[src/logic/adc_seq_pkg.sv]
// Constants and types shared by the converter sequencing control
package adc_seq_pkg;

    ////////////////////////////////////////////////////////////////////////////////
    // Register indices; byte address is four times the index
    localparam logic [14:0] IDX_RESULT    = 15'h1faa;
    localparam logic [14:0] IDX_COMMAND   = 15'h1fac;
    localparam logic [14:0] IDX_TEST      = 15'h1fae;
    localparam logic [14:0] IDX_TIMING    = 15'h1faf;
    localparam logic [14:0] IDX_THRESHOLD = 15'h1fb0;

    ////////////////////////////////////////////////////////////////////////////////
    // Command fields
    localparam int CMD_CHAN_LSB = 0;
    localparam int CMD_CHAN_MSB = 2;
    localparam int CMD_GO_BIT   = 3;
    localparam int CMD_MODE_BIT = 4;
    localparam int CMD_THR_BIT  = 5;

    // Test fields
    localparam int TST_EN_BIT   = 0;
    localparam int TST_VREF_BIT = 1;
    localparam int TST_OFS_LSB  = 2;
    localparam int TST_OFS_MSB  = 3;
    localparam logic [1:0] OFS_PLUS  = 2'h1;
    localparam logic [1:0] OFS_MINUS = 2'h2;

    // Timing fields
    localparam int TIM_SAM_LSB  = 5;
    localparam int TIM_SAM_MSB  = 7;
    localparam int TIM_BIT_TIME_SETTING_LSB = 0;
    localparam int TIM_BIT_TIME_SETTING_MSB = 4;

    // Result word layout
    localparam int RES_BUSY_BIT  = 3;
    localparam int RES_VALUE_LSB = 6;

    // Reset values
    localparam logic [7:0] CMD_RESET    = 8'h00;
    localparam logic [7:0] TEST_RESET   = 8'h00;
    localparam logic [7:0] TIMING_RESET = 8'hff;
    localparam logic [9:0] THR_RESET    = 10'h3ff;

    ////////////////////////////////////////////////////////////////////////////////
    // Timing in state times; one state is one clock of 20 MHz
    localparam int CLK_MHZ          = 20;
    localparam int STATE_NS         = 50;
    localparam int CYC_PER_STATE    = (STATE_NS * CLK_MHZ + 999) / 1000;
    localparam int SAMPLE_MULT      = 4;
    localparam int SAMPLE_ADD       = 1;
    localparam int FINISH_HALF      = 3;
    localparam int FINISH_CYC       = (FINISH_HALF * CYC_PER_STATE + 1) / 2;
    localparam int BUSY_DELAY_STATE = 8;
    localparam int BUSY_DELAY_CYC   = BUSY_DELAY_STATE * CYC_PER_STATE;
    localparam int RES_BITS_FULL    = 10;
    localparam int RES_BITS_SHORT   = 8;

    typedef enum logic [2:0] {
        ST_IDLE,
        ST_ARMED,
        ST_SAMPLE,
        ST_CONVERT,
        ST_FINISH
    } seq_state_t;

endpackage

[src/logic/sar_approx.sv]
// Successive-approximation trial register
`timescale 1ns/10ps
module sar_approx #(
    parameter int WIDTH = 10
) (
    // Clock and reset
    input  wire logic             clk_i,
    input  wire logic             rst_i,
    // Control
    input  wire logic             load_i,
    input  wire logic             short_i,
    input  wire logic             decide_i,
    input  wire logic             comp_i,
    // Trial and outcome
    output logic [WIDTH-1:0]      trial_o,
    output logic                  last_o
);

    initial begin
        if (WIDTH < 3) begin
            $error("sar_approx needs at least three bits");
        end
    end

    typedef struct packed {
        logic [WIDTH-1:0] value;
        logic [WIDTH-1:0] mask;
    } sar_t;

    sar_t st_reg;
    sar_t st_next;
    logic [WIDTH-1:0] stop_mask;

    // Lowest decided bit depends on resolution
    assign stop_mask = short_i ? {{(WIDTH-3){1'b0}}, 3'h4} : {{(WIDTH-1){1'b0}}, 1'b1};
    assign trial_o   = st_reg.value;
    assign last_o    = (st_reg.mask == stop_mask);

    // Keep or drop the trial bit, then try the next one
    always_comb begin
        st_next = st_reg;
        if (load_i) begin
            st_next.mask  = {1'b1, {(WIDTH-1){1'b0}}};
            st_next.value = {1'b1, {(WIDTH-1){1'b0}}};
        end else if (decide_i) begin
            if (!comp_i) begin
                st_next.value = st_reg.value & ~st_reg.mask;
            end
            if (st_reg.mask != stop_mask) begin
                st_next.mask  = st_reg.mask >> 1;
                st_next.value = st_next.value | (st_reg.mask >> 1);
            end
        end
    end

    always_ff @(posedge clk_i) begin
        if (rst_i) begin
            st_reg <= '0;
        end else begin
            st_reg <= st_next;
        end
    end

endmodule

[src/logic/adc_sequencing_control.sv]
// Sequencing control of the eight-channel successive-approximation converter
//
// The Wishbone register port was chosen for this implementation.
`timescale 1ns/10ps
module adc_sequencing_control #(
    parameter int ADR_W = 17
) (
    // Clock and reset
    input  wire logic             clk_i,
    input  wire logic             rst_i,
    // Wishbone slave
    input  wire logic             cyc_i,
    input  wire logic             stb_i,
    input  wire logic             we_i,
    input  wire logic [ADR_W-1:0] adr_i,
    input  wire logic [3:0]       sel_i,
    input  wire logic [31:0]      dat_i,
    output logic [31:0]           dat_o,
    output logic                  ack_o,
    // Event processor array start
    input  wire logic             event_processor_array_i,
    // Analog front end
    input  wire logic             comp_i,
    output logic [2:0]            mux_sel_o,
    output logic                  test_en_o,
    output logic                  vref_sel_o,
    output logic                  sample_o,
    output logic [9:0]            trial_o,
    // Events
    output logic                  bit_time_setting_done_o,
    output logic                  threshold_hit_o
);

    // Refuse an address bus too narrow for the indices
    initial begin
        if (ADR_W < 17) begin
            $error("address too narrow for the register indices");
        end
    end

    ////////////////////////////////////////////////////////////////////////////////
    // State

    // All state of the block except the trial register in u_sar, in one packed word
    typedef struct packed {
        adc_seq_pkg::seq_state_t fsm;
        logic [7:0]  cmd;
        logic [7:0]  test;
        logic [7:0]  timing;
        logic [9:0]  thresh;
        logic [9:0]  value;
        logic [2:0]  chan;
        logic        busy;
        logic [7:0]  cnt;
        logic [3:0]  busy_cnt;
        logic        ack;
        logic [31:0] rdat;
        logic        done;
        logic        hit;
        logic        comp_meta;
        logic        comp_sync;
    } ctl_t;

    // Registered state and its next value
    ctl_t st_reg;
    ctl_t st_next;

    // Decode, datapath and trial register nets
    logic       access;
    logic       wr_go;
    logic [14:0] idx;
    logic [2:0] sam;
    logic [4:0] bit_time_setting;
    logic       short_mode;
    logic       thr_mode;
    logic       sar_load;
    logic       sar_decide;
    logic       sar_last;
    logic [9:0] sar_trial;
    logic [9:0] adj_value;
    logic [15:0] result_word;
    logic [7:0] sample_end;

    ////////////////////////////////////////////////////////////////////////////////
    // Decode

    // Bus decode; writes land on the acknowledge edge
    assign access = cyc_i & stb_i;
    assign wr_go  = access & we_i & st_reg.ack & sel_i[0];
    assign idx    = adr_i[16:2];

    assign sam              = st_reg.timing[adc_seq_pkg::TIM_SAM_MSB:adc_seq_pkg::TIM_SAM_LSB];
    assign bit_time_setting = st_reg.timing[adc_seq_pkg::TIM_BIT_TIME_SETTING_MSB:adc_seq_pkg::TIM_BIT_TIME_SETTING_LSB];
    assign short_mode = st_reg.cmd[adc_seq_pkg::CMD_MODE_BIT] & ~thr_mode;
    assign thr_mode   = st_reg.cmd[adc_seq_pkg::CMD_THR_BIT];

    assign sample_end = 8'(adc_seq_pkg::SAMPLE_MULT * sam + adc_seq_pkg::SAMPLE_ADD - 1);

    always_comb begin
        adj_value = st_reg.value;
        case (st_reg.test[adc_seq_pkg::TST_OFS_MSB:adc_seq_pkg::TST_OFS_LSB])
            adc_seq_pkg::OFS_PLUS: begin
                if (st_reg.value != 10'h3ff) begin
                    adj_value = st_reg.value + 10'h001;
                end
            end
            adc_seq_pkg::OFS_MINUS: begin
                if (st_reg.value != 10'h000) begin
                    adj_value = st_reg.value - 10'h001;
                end
            end
            default: adj_value = st_reg.value;
        endcase
    end

    assign result_word = {adj_value, 2'h0, st_reg.busy, st_reg.chan};

    // Front-end drive
    // channel to multiplexer
    assign mux_sel_o  = st_reg.cmd[adc_seq_pkg::CMD_CHAN_MSB:adc_seq_pkg::CMD_CHAN_LSB];
    assign test_en_o  = st_reg.test[adc_seq_pkg::TST_EN_BIT];
    assign vref_sel_o = st_reg.test[adc_seq_pkg::TST_VREF_BIT];
    // Phase and bus outputs straight from registered state
    assign sample_o   = (st_reg.fsm == adc_seq_pkg::ST_SAMPLE);
    assign trial_o    = sar_trial;
    assign dat_o      = st_reg.rdat;
    assign ack_o      = st_reg.ack;
    assign bit_time_setting_done_o     = st_reg.done;
    assign threshold_hit_o = st_reg.hit;

    // Trial register of the successive approximation
    sar_approx #(
        .WIDTH (adc_seq_pkg::RES_BITS_FULL)
    ) u_sar (
        .clk_i    (clk_i),
        .rst_i    (rst_i),
        .load_i   (sar_load),
        .short_i  (short_mode),
        .decide_i (sar_decide),
        .comp_i   (st_reg.comp_sync),
        .trial_o  (sar_trial),
        .last_o   (sar_last)
    );

    ////////////////////////////////////////////////////////////////////////////////
    // Next state

    always_comb begin
        st_next    = st_reg;
        sar_load   = 1'b0;
        sar_decide = 1'b0;
        st_next.done = 1'b0;
        st_next.hit  = 1'b0;

        // Comparator synchroniser
        st_next.comp_meta = comp_i;
        st_next.comp_sync = st_reg.comp_meta;

        // Bus answer one cycle after request
        st_next.ack = access & ~st_reg.ack;
        // Read data registered so it stands with ack
        st_next.rdat = 32'h0000_0000;
        case (idx)
            adc_seq_pkg::IDX_RESULT:    st_next.rdat = {16'h0000, result_word};
            adc_seq_pkg::IDX_COMMAND:   st_next.rdat = {24'h000000, st_reg.cmd};
            adc_seq_pkg::IDX_TEST:      st_next.rdat = {24'h000000, st_reg.test};
            adc_seq_pkg::IDX_TIMING:    st_next.rdat = {24'h000000, st_reg.timing};
            adc_seq_pkg::IDX_THRESHOLD: st_next.rdat = {22'h000000, st_reg.thresh};
            default:                    st_next.rdat = 32'h0000_0000;
        endcase

        // busy rises after fixed delay from start
        if (st_reg.fsm == adc_seq_pkg::ST_SAMPLE || st_reg.fsm == adc_seq_pkg::ST_CONVERT ||
            st_reg.fsm == adc_seq_pkg::ST_FINISH) begin
            if (st_reg.busy_cnt == 4'(adc_seq_pkg::BUSY_DELAY_CYC - 1)) begin
                st_next.busy = 1'b1;
            end else begin
                st_next.busy_cnt = st_reg.busy_cnt + 4'h1;
            end
        end

        // Conversion sequencer
        case (st_reg.fsm)
            adc_seq_pkg::ST_IDLE: begin
                // Nothing to do until a command arrives
                st_next.cnt = 8'h00;
            end
            adc_seq_pkg::ST_ARMED: begin
                // first trigger starts, later ones fall in busy states
                if (event_processor_array_i) begin
                    st_next.fsm      = adc_seq_pkg::ST_SAMPLE;
                    st_next.cnt      = 8'h00;
                    st_next.busy_cnt = 4'h0;
                end
            end
            adc_seq_pkg::ST_SAMPLE: begin
                // hold sample for four times setting plus one
                if (st_reg.cnt >= sample_end) begin
                    st_next.fsm = adc_seq_pkg::ST_CONVERT;
                    st_next.cnt = 8'h00;
                    sar_load    = 1'b1;
                end else begin
                    st_next.cnt = st_reg.cnt + 8'h01;
                end
            end
            adc_seq_pkg::ST_CONVERT: begin
                // each bit takes setting plus one states
                // Comparator reaches the sync two edges late
                if (st_reg.cnt >= {3'h0, bit_time_setting}) begin
                    sar_decide  = 1'b1;
                    st_next.cnt = 8'h00;
                    if (sar_last) begin
                        st_next.fsm = adc_seq_pkg::ST_FINISH;
                    end
                end else begin
                    st_next.cnt = st_reg.cnt + 8'h01;
                end
            end
            adc_seq_pkg::ST_FINISH: begin
                // trailing one and a half states
                if (st_reg.cnt >= 8'(adc_seq_pkg::FINISH_CYC - 1)) begin
                    // store result, clear busy, one done pulse unless in threshold mode
                    st_next.value = sar_trial;
                    st_next.chan  = mux_sel_o;
                    st_next.busy  = 1'b0;
                    st_next.busy_cnt = 4'h0;
                    st_next.cnt   = 8'h00;
                    st_next.fsm   = adc_seq_pkg::ST_IDLE;
                    if (!thr_mode) begin
                        st_next.done = 1'b1;
                    end else if (st_reg.cmd[adc_seq_pkg::CMD_MODE_BIT] ?
                                 (sar_trial < st_reg.thresh) :
                                 (sar_trial > st_reg.thresh)) begin
                        st_next.hit = 1'b1;
                    end else begin
                        // Keep watching the input
                        st_next.fsm = adc_seq_pkg::ST_SAMPLE;
                    end
                end else begin
                    st_next.cnt = st_reg.cnt + 8'h01;
                end
            end
            default: begin
                st_next.fsm = adc_seq_pkg::ST_IDLE;
            end
        endcase

        // Register writes take effect on the acknowledge edge
        if (wr_go) begin
            case (idx)
                adc_seq_pkg::IDX_COMMAND: begin
                    st_next.cmd = dat_i[7:0];
                    st_next.cnt = 8'h00;
                    // a write aborts any conversion; the busy delay restarts only from idle or armed
                    if (st_reg.fsm == adc_seq_pkg::ST_IDLE ||
                        st_reg.fsm == adc_seq_pkg::ST_ARMED) begin
                        st_next.busy_cnt = 4'h0;
                    end
                    if (dat_i[adc_seq_pkg::CMD_GO_BIT]) begin
                        // start on the very next edge
                        st_next.fsm = adc_seq_pkg::ST_SAMPLE;
                    end else begin
                        // wait for the event processor array
                        st_next.fsm = adc_seq_pkg::ST_ARMED;
                    end
                end
                // Test and timing keep the low byte as written; threshold takes ten bits when sel_i[1] is set
                adc_seq_pkg::IDX_TEST:      st_next.test   = dat_i[7:0];
                adc_seq_pkg::IDX_TIMING:    st_next.timing = dat_i[7:0];
                adc_seq_pkg::IDX_THRESHOLD: begin
                    if (sel_i[1]) begin
                        st_next.thresh = dat_i[9:0];
                    end
                end
                default: st_next.cmd = st_reg.cmd;
            endcase
        end
    end

    ////////////////////////////////////////////////////////////////////////////////
    // State register

    // Synchronous reset loads the defaults
    always_ff @(posedge clk_i) begin
        if (rst_i) begin
            st_reg        <= '0;
            st_reg.fsm    <= adc_seq_pkg::ST_IDLE;
            st_reg.cmd    <= adc_seq_pkg::CMD_RESET;
            st_reg.test   <= adc_seq_pkg::TEST_RESET;
            st_reg.timing <= adc_seq_pkg::TIMING_RESET;
            st_reg.thresh <= adc_seq_pkg::THR_RESET;
        end else begin
            st_reg <= st_next;
        end
    end

endmodule

[config.mk]
export PLATFORM = sky130hd
export DESIGN_NAME = adc_sequencing_control
export DESIGN_NICKNAME = d
export VERILOG_FILES = /design/src/logic/adc_seq_pkg.sv /design/src/logic/sar_approx.sv /design/src/logic/adc_sequencing_control.sv
export SDC_FILE = /design/constraint.sdc
export NUM_CORES = 1
export LEC_CHECK = 0
export BUFFER_PORTS_ARGS = -buffer_cell sky130_fd_sc_hd__buf_2
export CORE_ASPECT_RATIO = 1.25
export CORE_MARGIN = 5
export CORE_UTILIZATION = 45
export CTS_BUF_LIST = sky130_fd_sc_hd__clkbuf_16
export DETAILED_ROUTE_END_ITERATION = 8
export HOLD_SLACK_MARGIN = 0.1
export PLACE_DENSITY = 0.67
export SLEW_MARGIN = 20
export SYNTH_ARGS = -nofsm -noshare
export SYNTH_HDL_FRONTEND = slang
export SYNTH_SLANG_ARGS = --single-unit
[constraint.sdc]
create_clock -name clk_i -period 2.6 [get_ports clk_i]
set_input_delay 0.39 -clock clk_i [delete_from_list [all_inputs] [get_ports clk_i]]
set_output_delay 0.39 -clock clk_i [all_outputs]
set_load 0.005 [all_outputs]
* Word-level counts from Yosys, hierarchy flattened
Index checks and enable logic that the tools add are counted.
Storage, ports and cells: output and inout bits 51, flip-flop bits (word level) 120, logic and storage cells 126, input port bits 60
Operators by class: bitwise logic cells 13, reductions and logical operators 17, muxes and demuxes 50, eq/ne operators 15, $lt $le $gt $ge 5, $add $sub $neg 6
Operator list (count):
- $pmux 16 s5 | 1
- $eq 15x13->1 const B | 5
- $mux 10 | 7
- $mux 20 | 3
- $mux 8 | 6
- $pmux 8 s5 | 1
- $mux 37 | 1
- $mux 12 | 3
- $mux 3 | 8
- $pmux 10 s2 | 1
- $mux 4 | 4
- $pmux 3 s5 | 1
- $reduce_and 2->1 | 6
- $mux 1 | 11
- $add 10x1->10 const B | 1
- $and 10x10->10 | 1
- $eq 10x10->1 | 1
- $gt 10x10->1 | 1
- $lt 10x10->1 | 1
- $ne 10x10->1 | 1
- $ne 10x10->1 const B | 1
- $not 10->10 | 1
- $or 10x9->10 | 1
- $reduce_bool 10->1 | 1
- 25 further kinds | 38

* Longest topological paths before layout
Gate-level depths: netlist of the first run.
depth in word-level cells 10, gate-level depth with buffers 8, depth with buffers taken out 7

* Cells and area by module
A second synthesis of the first run with hierarchy kept.
Second synthesis, totals: cells, all modules 681, area total of the unflattened synthesis 5716.7 um2
Modules (own cells, without submodules):
- adc_sequencing_control | times used 1, cells each 579, area each 4845.9 um2, sequential area each 1681.6 um2
- sar_approx | times used 1, cells each 102, area each 870.8 um2, sequential area each 400.4 um2

* Worst setup path after synthesis of the first run
OpenSTA, ideal clock, no wires.
kind flip-flop to flip-flop, from register st_reg[41] (netlist name), to register u_sar.st_reg (netlist bit u_sar.trial_o[8]), arrival time 1840 ps, cell stages (with the launch flop) 9, path buffers 1, data required time 2468 ps, period minus slack after synthesis 1973 ps, setup time 132 ps, slack 627 ps, path through dfxtp_1 > inv_1 > ha_1 > nor2b_1 > o21ai_0 > a31oi_1 > buf_2 > o41ai_1 > a21oi_1
Between the ends: word-level cells in the longest chain between the ends 4, elaborated cells between the ends (all ways) 7, classes of those cells 2 x order compare; 4 x mux; 1 x reduce/logical
RTL lines:
- from (decl) | RTL line adc_sequencing_control.sv:65 | ctl_t st_reg;
- from (signal assigned) | RTL line adc_sequencing_control.sv:293 | st_reg <= st_next;
- $ge 8x8->1 | RTL line adc_sequencing_control.sv:198 | if (st_reg.cnt >= sample_end) begin
- $mux 1 | RTL line adc_sequencing_control.sv:198
- $mux 1 | RTL line adc_sequencing_control.sv:183 | case (st_reg.fsm)
- $reduce_or 2->1 (no line)
- to (signal assigned) | RTL line sar_approx.sv:60 | st_reg <= st_next;
- to (decl) | RTL line sar_approx.sv:30 | sar_t st_reg;
Parallel ways exist; a longest one is shown, timed or not. A chain may end at the register's enable or synchronous reset.

* Worst setup path after layout of the first run
from register st_reg[42] (netlist name), to register st_reg[43] (netlist name)
Between the ends: word-level cells in the longest chain between the ends 5, elaborated cells between the ends (all ways) 10, classes of those cells 1 x add/sub; 3 x order compare; 6 x mux
RTL lines:
- $add 8x1->8, or another cell as far along | RTL line adc_sequencing_control.sv:203, adc_sequencing_control.sv:216, adc_sequencing_control.sv:240
- $mux 8 (on tied branches) | RTL line adc_sequencing_control.sv:221, adc_sequencing_control.sv:198, adc_sequencing_control.sv:209
- $pmux 8 s5 * | RTL line adc_sequencing_control.sv:183
- $mux 12 | RTL line adc_sequencing_control.sv:250 | case (idx)
- $mux 12 * | RTL line adc_sequencing_control.sv:249 | if (wr_go) begin
Every way passes the cells marked *; elsewhere a longest branch is shown, timed or not.

==> impl_metrics.yaml, run 1 <==
synth:
  synth-warning-count: 0
  post_synth_instance_area_um2: 5898
  distinct_cell_type_count_of_the_synthesized_netlist: 72
  post_synth.cell_area_avg_um2: 8.307
  synth_edf_count: 0
  syn-instance-count: 710
  synth-seq-area-share_pct: 35.30
  postSynth.asyncResetShare_pct: 0
  synthFlopType: "dfxtp_1"
  synth_seq_cells: 104
die:
  dieWidth_um: 112.4
  placement_rows: 46
  die_height_um: 138
  starting_density_of_the_core_pct: 46.16
  floorplan.core_area_um2: 12780
  total_die_area_um2: 15510
  pin_count: 111
sta:
  fin_skew_ns: 0.01068
  layout_worst_path_cycle_share_pct: 87.00
  finalCriticalPeriod_ns: 2.262
  setup-tns-final_ns: 0
  finalHoldViolations: 0
  clock.fmax_mhz: 442.1
  worst_slew_pin_slew_ns: 0.6914
  setup_repair_after_global_routing_missed_its_margin: "false"
  slew_violations: 0
  max_slew_margin_pct: 53.55
  timing.final.setup_violations: 0
  post_route_setup_slack_ns: 0.3379
clocking:
  post-cts-setup-buffers: 0
  clock_insertion_delay_worst_skew_ns: 0.35
  postCtsHoldBufs: 0
  cts_resizes: 0
  htreeDepth: 3
  cts_inserted_buffers: 9
  cts.root.buffer_cell: "clkbuf_16"
  clock_tree_from_tritoncts: "built"
  cts.clk_slew.worst_paths_ns: 0.07
  clock_path_buffers: 2
  clock_sinks: 104
cells_and_area:
  final_nets: 833
  most_common_cell_after_layout_fill_and_taps_aside: "dfxtp_1"
  proportion_of_layout_cells_with_a_drive_suffix_above_1_pct: 16.11
  layout_common_cells: "dfxtp_1 (104), nand2_1 (84), buf_2 (68)"
  largest_register_ff_count: 47
  diodes: 0
  area_delta_synth_final_pct: 9.970
worst_setup_path:
  end_kind: "flip-flop"
  worst_setup_path_start_kind: "flip-flop"
  reg2reg_slack_ns: 0.34
  timing_worst_setup_path_type: "flip-flop to flip-flop"
  worst_path_required_ns: 2.88
  timing.critical_path.fanout_max: 6
  critPathArrivalTime_ns: 2.54
power:
  switchingPower_mw: 0.7176
  power_frac_comb_pct: 3.3
  power.switching_fraction_pct: 23.12
  fin_total_pwr_mw: 3.104
  power_density_nw_per_um2: 478.5
  power.ir.vdd_worst_uv: 267.7
  p_clk_share_pct: 45.3
  p_leak_nw: 2.703
  pwr-share-seq_pct: 51.4
  p_int_mw: 2.386
run_status:
  outcome: "complete, no violations"
detailed_routing:
  met2_wirelength_um: 8086
  remaining_drc_errors: 0
  detailroute.via_count: 5292
  wire_length_the_detailed_router_placed_on_met1_um: 6767
  wl_um: 15750
  route.met3.wl_um: 671
  topRoutingLayerUsed: "met4"
  drt_first_pass_iters: 8
  drt-wirelength-per-cell_um: 17.14
  routed_via_density: 5.758
  antenna_violating_nets_post_route: 0
  starting_drt_drc_count: 301
hold_path:
  worstHoldPathType: "input port to flip-flop"
placed_design:
  place.gp.congestion: 0.9020
  dp_slack_ns: 0.3462
  post-dp-hpwl_um: 11830
  numPortBuffers: 68
grt:
  antenna_found_initial: 0
  grt_first_pass_wirelength_um: 26130
  grt_start_max_net_pins: 42
  first_global_vias: 5201
  globalRouteOverflowTotal: 0
  global_route.usage.total_pct: 20.14
job:
  max_cap_viol_count: 0
## per-layer routing
layer | vias to the layer above | track usage [%]
met5 | - | 0
met4 | 0 | 5.127
met3 | 21 | 3.012
met2 | 131 | 36.64
met1 | 2543 | 24.67
li1 | 2597 | -
## synthesized netlist by cell type (6+ instances only)
cell       instances  area [um2]
nand4_1           16       100.1
o41ai_1           12       105.1
o211ai_1          13       97.59
nand2_1           84       315.3
nand3_1           20       100.1
o21ai_0           15       75.07
buf_4             46       345.3
o2111ai_1          6       52.55
mux2i_1           23       230.2
nor3_1            18       90.09
dfxtp_1          104        2082
clkbuf_1          23       86.33
inv_1             43       161.4
nand2b_1           8       50.05
and2_1             8       50.05
a22oi_1            8       60.06
nor2_1            33       123.9
nor2b_1            8       50.05
a211oi_1           6       45.04
a21oi_1           67       335.3
ha_1              27       337.8
and3_1             7       43.79
o31ai_1            8       60.06
buf_2             11       55.05
## cells by family after synthesis
| family | Yosys count | share of synthesized area [%] |
|---|---|---|
| other | 1 | 0.06358 |
| adder cells (fa/ha/maj) | 28 | 5.897 |
| AND/OR/NAND/NOR | 236 | 21.09 |
| XOR/XNOR | 3 | 0.4456 |
| flip-flops | 104 | 35.30 |
| buffers and inverters | 125 | 11.14 |
| multiplexers | 24 | 4.094 |
| AO/OA/AOI/OAI | 189 | 21.98 |
## worst max-delay path, cell delays in order, from the launching register on
cell	delay (ns)
dfxtp_1	0.47
inv_1	0.12
ha_1	0.19
nor4_1	0.40
nand4b_1	0.18
a21oi_1	0.44
o21ai_0	0.18
o211ai_1	0.19
## power by group through the flow
stage / clock network (mW) / logic (mW) / registers [mW]
floorplan: 0 / 0.0628 / 1.63
global placement: 0 / 0.0966 / 1.63
detailed placement: 0 / 0.0988 / 1.63
CTS: 1.42 / 0.0991 / 1.60
global route: 1.47 / 0.112 / 1.60
finish: 1.41 / 0.101 / 1.60
## cell type report
class	count	area, um2
fill	1236	6291
clock inverter	7	75.07
clock buffer	9	225.2
timing repair buffer	91	513.0
multi-input combinational	496	3216
tap	168	210.2
sequential	104	2082
inverter	44	165.2
## through the flow
stage / instance area [um2] / cells / util [%] / hold slack, ns
4_1_cts: 6486 / 919 / 50.76 / 0.2458
3_3_place_gp: 6186 / 903 / 48.41 / 0.4218
5_1_grt: 6486 / 919 / 50.76 / 0.2514
2_1_floorplan: 5954 / 725 / - / 0.4138
3_5_place_dp: 6186 / 903 / 48.41 / 0.4287
6_report: 6486 / 919 / 50.76 / 0.2453
## final timing paths
path,cells after the start,start,end
hold reg to reg,1,st_next[0]$_SDFF_PP0_,st_reg[0]$_SDFF_PP0_
setup reg to reg,7,st_reg[42]$_SDFF_PP0_,st_reg[43]$_SDFF_PP0_
hold / removal,2,comp_i,st_next[0]$_SDFF_PP0_
setup / recovery,7,st_reg[42]$_SDFF_PP0_,st_reg[43]$_SDFF_PP0_
No activity file was read; power rests on OpenSTA's default activity.
==> run 2, diff against run 1 <==
- CORE_UTILIZATION: 45 -> 56
- PLACE_DENSITY: 0.67 -> 0.8
==> run 2 against run 1 <==
Compared with the run above:
- worst hold slack better by 0.019 ns
- clock skew down 0.0038 ns
- global-route usage grew 3.3 points
- via count grew 2.1%
- sequential power is essentially flat
- count of clock-buffer cells in the layout unchanged
- clock power is essentially flat
- die area shrank 18%
- combinational power is 4% lower
- wire length decreased by 3.0%
- register-to-register slack about the same
- core utilization rose by 11 points
==> impl_metrics.yaml, run 2 (synthesis results as in run 1) <==
die:
  dieWidth_um: 101.8
  floorplan.core_area_um2: 10460
  pin_count: 111
  placement_rows: 42
  starting_density_of_the_core_pct: 56.40
  total_die_area_um2: 12700
  die_height_um: 124.7
cells_and_area:
  post_layout_nonfiller_instances: 877
  proportion_of_layout_cells_with_a_drive_suffix_above_1_pct: 15.44
  most_common_cell_after_layout_fill_and_taps_aside: "dfxtp_1"
  area_delta_synth_final_pct: 8.719
  final_nets: 828
  diodes: 0
  layout_common_cells: "dfxtp_1 (104), nand2_1 (84), buf_2 (68)"
  largest_register_ff_count: 47
clocking:
  cts_resizes: 0
  clock_sinks: 104
  clock_tree_from_tritoncts: "built"
  htreeDepth: 3
  cts.clk_slew.worst_paths_ns: 0.07
  clock_insertion_delay_worst_skew_ns: 0.34
  cts.root.buffer_cell: "clkbuf_16"
  cts_inserted_buffers: 9
  clock_path_buffers: 2
  post-cts-setup-buffers: 0
  postCtsHoldBufs: 0
grt:
  antenna_found_initial: 0
  globalRouteOverflowTotal: 0
  global_route.usage.total_pct: 23.46
  grt_first_pass_wirelength_um: 24320
  first_global_vias: 5011
  grt_start_max_net_pins: 30
sta:
  layout_worst_path_cycle_share_pct: 86.72
  clock.fmax_mhz: 443.5
  setup-tns-final_ns: 0
  timing.final.setup_violations: 0
  max_slew_margin_pct: 57.28
  worst_slew_pin_slew_ns: 0.6359
  finalCriticalPeriod_ns: 2.255
  finalHoldViolations: 0
  setup_repair_after_global_routing_missed_its_margin: "false"
  fin_skew_ns: 0.006847
  slew_violations: 0
worst_setup_path:
  worst_path_required_ns: 2.82
  crit-reg2reg-capture: "st_reg[98]$_SDFF_PP0_"
  critPathArrivalTime_ns: 2.47
  timing_worst_setup_path_type: "flip-flop to flip-flop"
  critical_path.max_stage_delay_ns: 0.45
  end_kind: "flip-flop"
  r2r_start: "st_reg[41]$_SDFF_PP0_"
  reg2regPathDepth: 8
  reg2reg_slack_ns: 0.35
  worstPathCellList: "inv_1, ha_1, nor2b_1, o21ai_0, a31oi_1, buf_4, o311ai_0, nand3_1"
  timing.critical_path.fanout_max: 23
  worst_setup_path_start_kind: "flip-flop"
  timing.critical_path.slowest_stage_cell: "dfxtp_1"
detailed_routing:
  detailroute.via_count: 5402
  starting_drt_drc_count: 467
  antenna_violating_nets_post_route: 0
  drt_first_pass_iters: 6
  drt-wirelength-per-cell_um: 17.42
  routed_via_density: 6.160
  remaining_drc_errors: 0
  wl_um: 15270
power:
  power_density_nw_per_um2: 486.9
  power.ir.vdd_worst_uv: 280.4
  p_leak_nw: 2.672
placed_design:
  numPortBuffers: 68
  post-dp-hpwl_um: 11310
  place.gp.congestion: 0.9002
  post-place-cells: 862
hold_path:
  min_to: "st_next[0]$_SDFF_PP0_"
  worstHoldPathType: "input port to flip-flop"
  hp-start: "comp_i"
  min_delay_path_depth: 2
job:
  max_cap_viol_count: 0
run_status:
  outcome: "complete, no violations"
==> run 2: changes by cell type in the layout (fill, tap and decap cells not counted), sizes merged <==
cell and delta:
buf -5, bufinv +1, clkinv +1, clkinvlp +1, inv -4
==> run 2: final cells by class <==
| type | count | area (um2) |
|---|---|---|
| fill | 904 | 4045 |
| multi-input combinational | 496 | 3216 |
| sequential | 104 | 2082 |
| timing repair buffer | 86 | 475.5 |
| clock buffer | 9 | 225.2 |
| inverter | 44 | 165.2 |
| tap | 132 | 165.2 |
| clock inverter | 6 | 83.83 |
==> run 2: power by group <==
group / leakage (nW) / internal, mW / total, mW / switching (mW)
logic: 1.69 / 0.0326 / 0.0974 / 0.0647
clock network: 0.147 / 0.836 / 1.43 / 0.593
registers: 0.839 / 1.59 / 1.60 / 0.00237
total: 2.67 / 2.46 / 3.12 / 0.660
==> run 2: worst max path at each step <==
stage	start	slack, ns	endpoint	cells after the start
2_1_floorplan	st_reg[41]$_SDFF_PP0_	0.63	u_sar.trial_o[8]$_SDFFE_PP0P_	8
3_3_place_gp	st_reg[53]$_SDFFE_PP0P_	0.40	dat_o[8]$_SDFF_PP0_	7
3_5_place_dp	adr_i[16]	0.37	bit_time_setting[3]$_SDFFE_PP1P_	6
4_1_cts	st_reg[41]$_SDFF_PP0_	0.37	st_reg[98]$_SDFF_PP0_	8
5_1_grt	st_reg[41]$_SDFF_PP0_	0.12	st_reg[98]$_SDFF_PP0_	8
6_report	st_reg[41]$_SDFF_PP0_	0.35	st_reg[98]$_SDFF_PP0_	8
==> run 2: critical path: cells and delay by family (launching register included) <==
family | cells | cell delay, ns
AND/OR/NAND/NOR | 2 | 0.17
buffers and inverters | 2 | 0.35
flip-flops | 1 | 0.45
AO/OA/AOI/OAI | 3 | 0.88
adder cells (fa/ha/maj) | 1 | 0.29
==> run 2: per-layer routing <==
metal	up-vias	track usage [%]	routed length, um
met5	-	0	0
met4	0	7.277	369
met3	34	3.417	1167
met2	248	39.56	7488
met1	2528	30.48	6248
li1	2592	-	-
==> run 2: per-stage QoR <==
step | total power, mW | utilization [%] | setup WS (ns) | instance area, um2 | hold WS (ns)
after floorplan | 1.694 | - | 0.6275 | 5954 | 0.4138
after global placement | 1.725 | 58.36 | 0.4043 | 6103 | 0.4153
after detailed placement | 1.728 | 58.36 | 0.3679 | 6103 | 0.4297
after CTS | 3.132 | 61.32 | 0.3743 | 6412 | 0.2666
after global routing | 3.213 | 61.32 | 0.1180 | 6412 | 0.2879
final | 3.122 | 61.32 | 0.3453 | 6412 | 0.2641
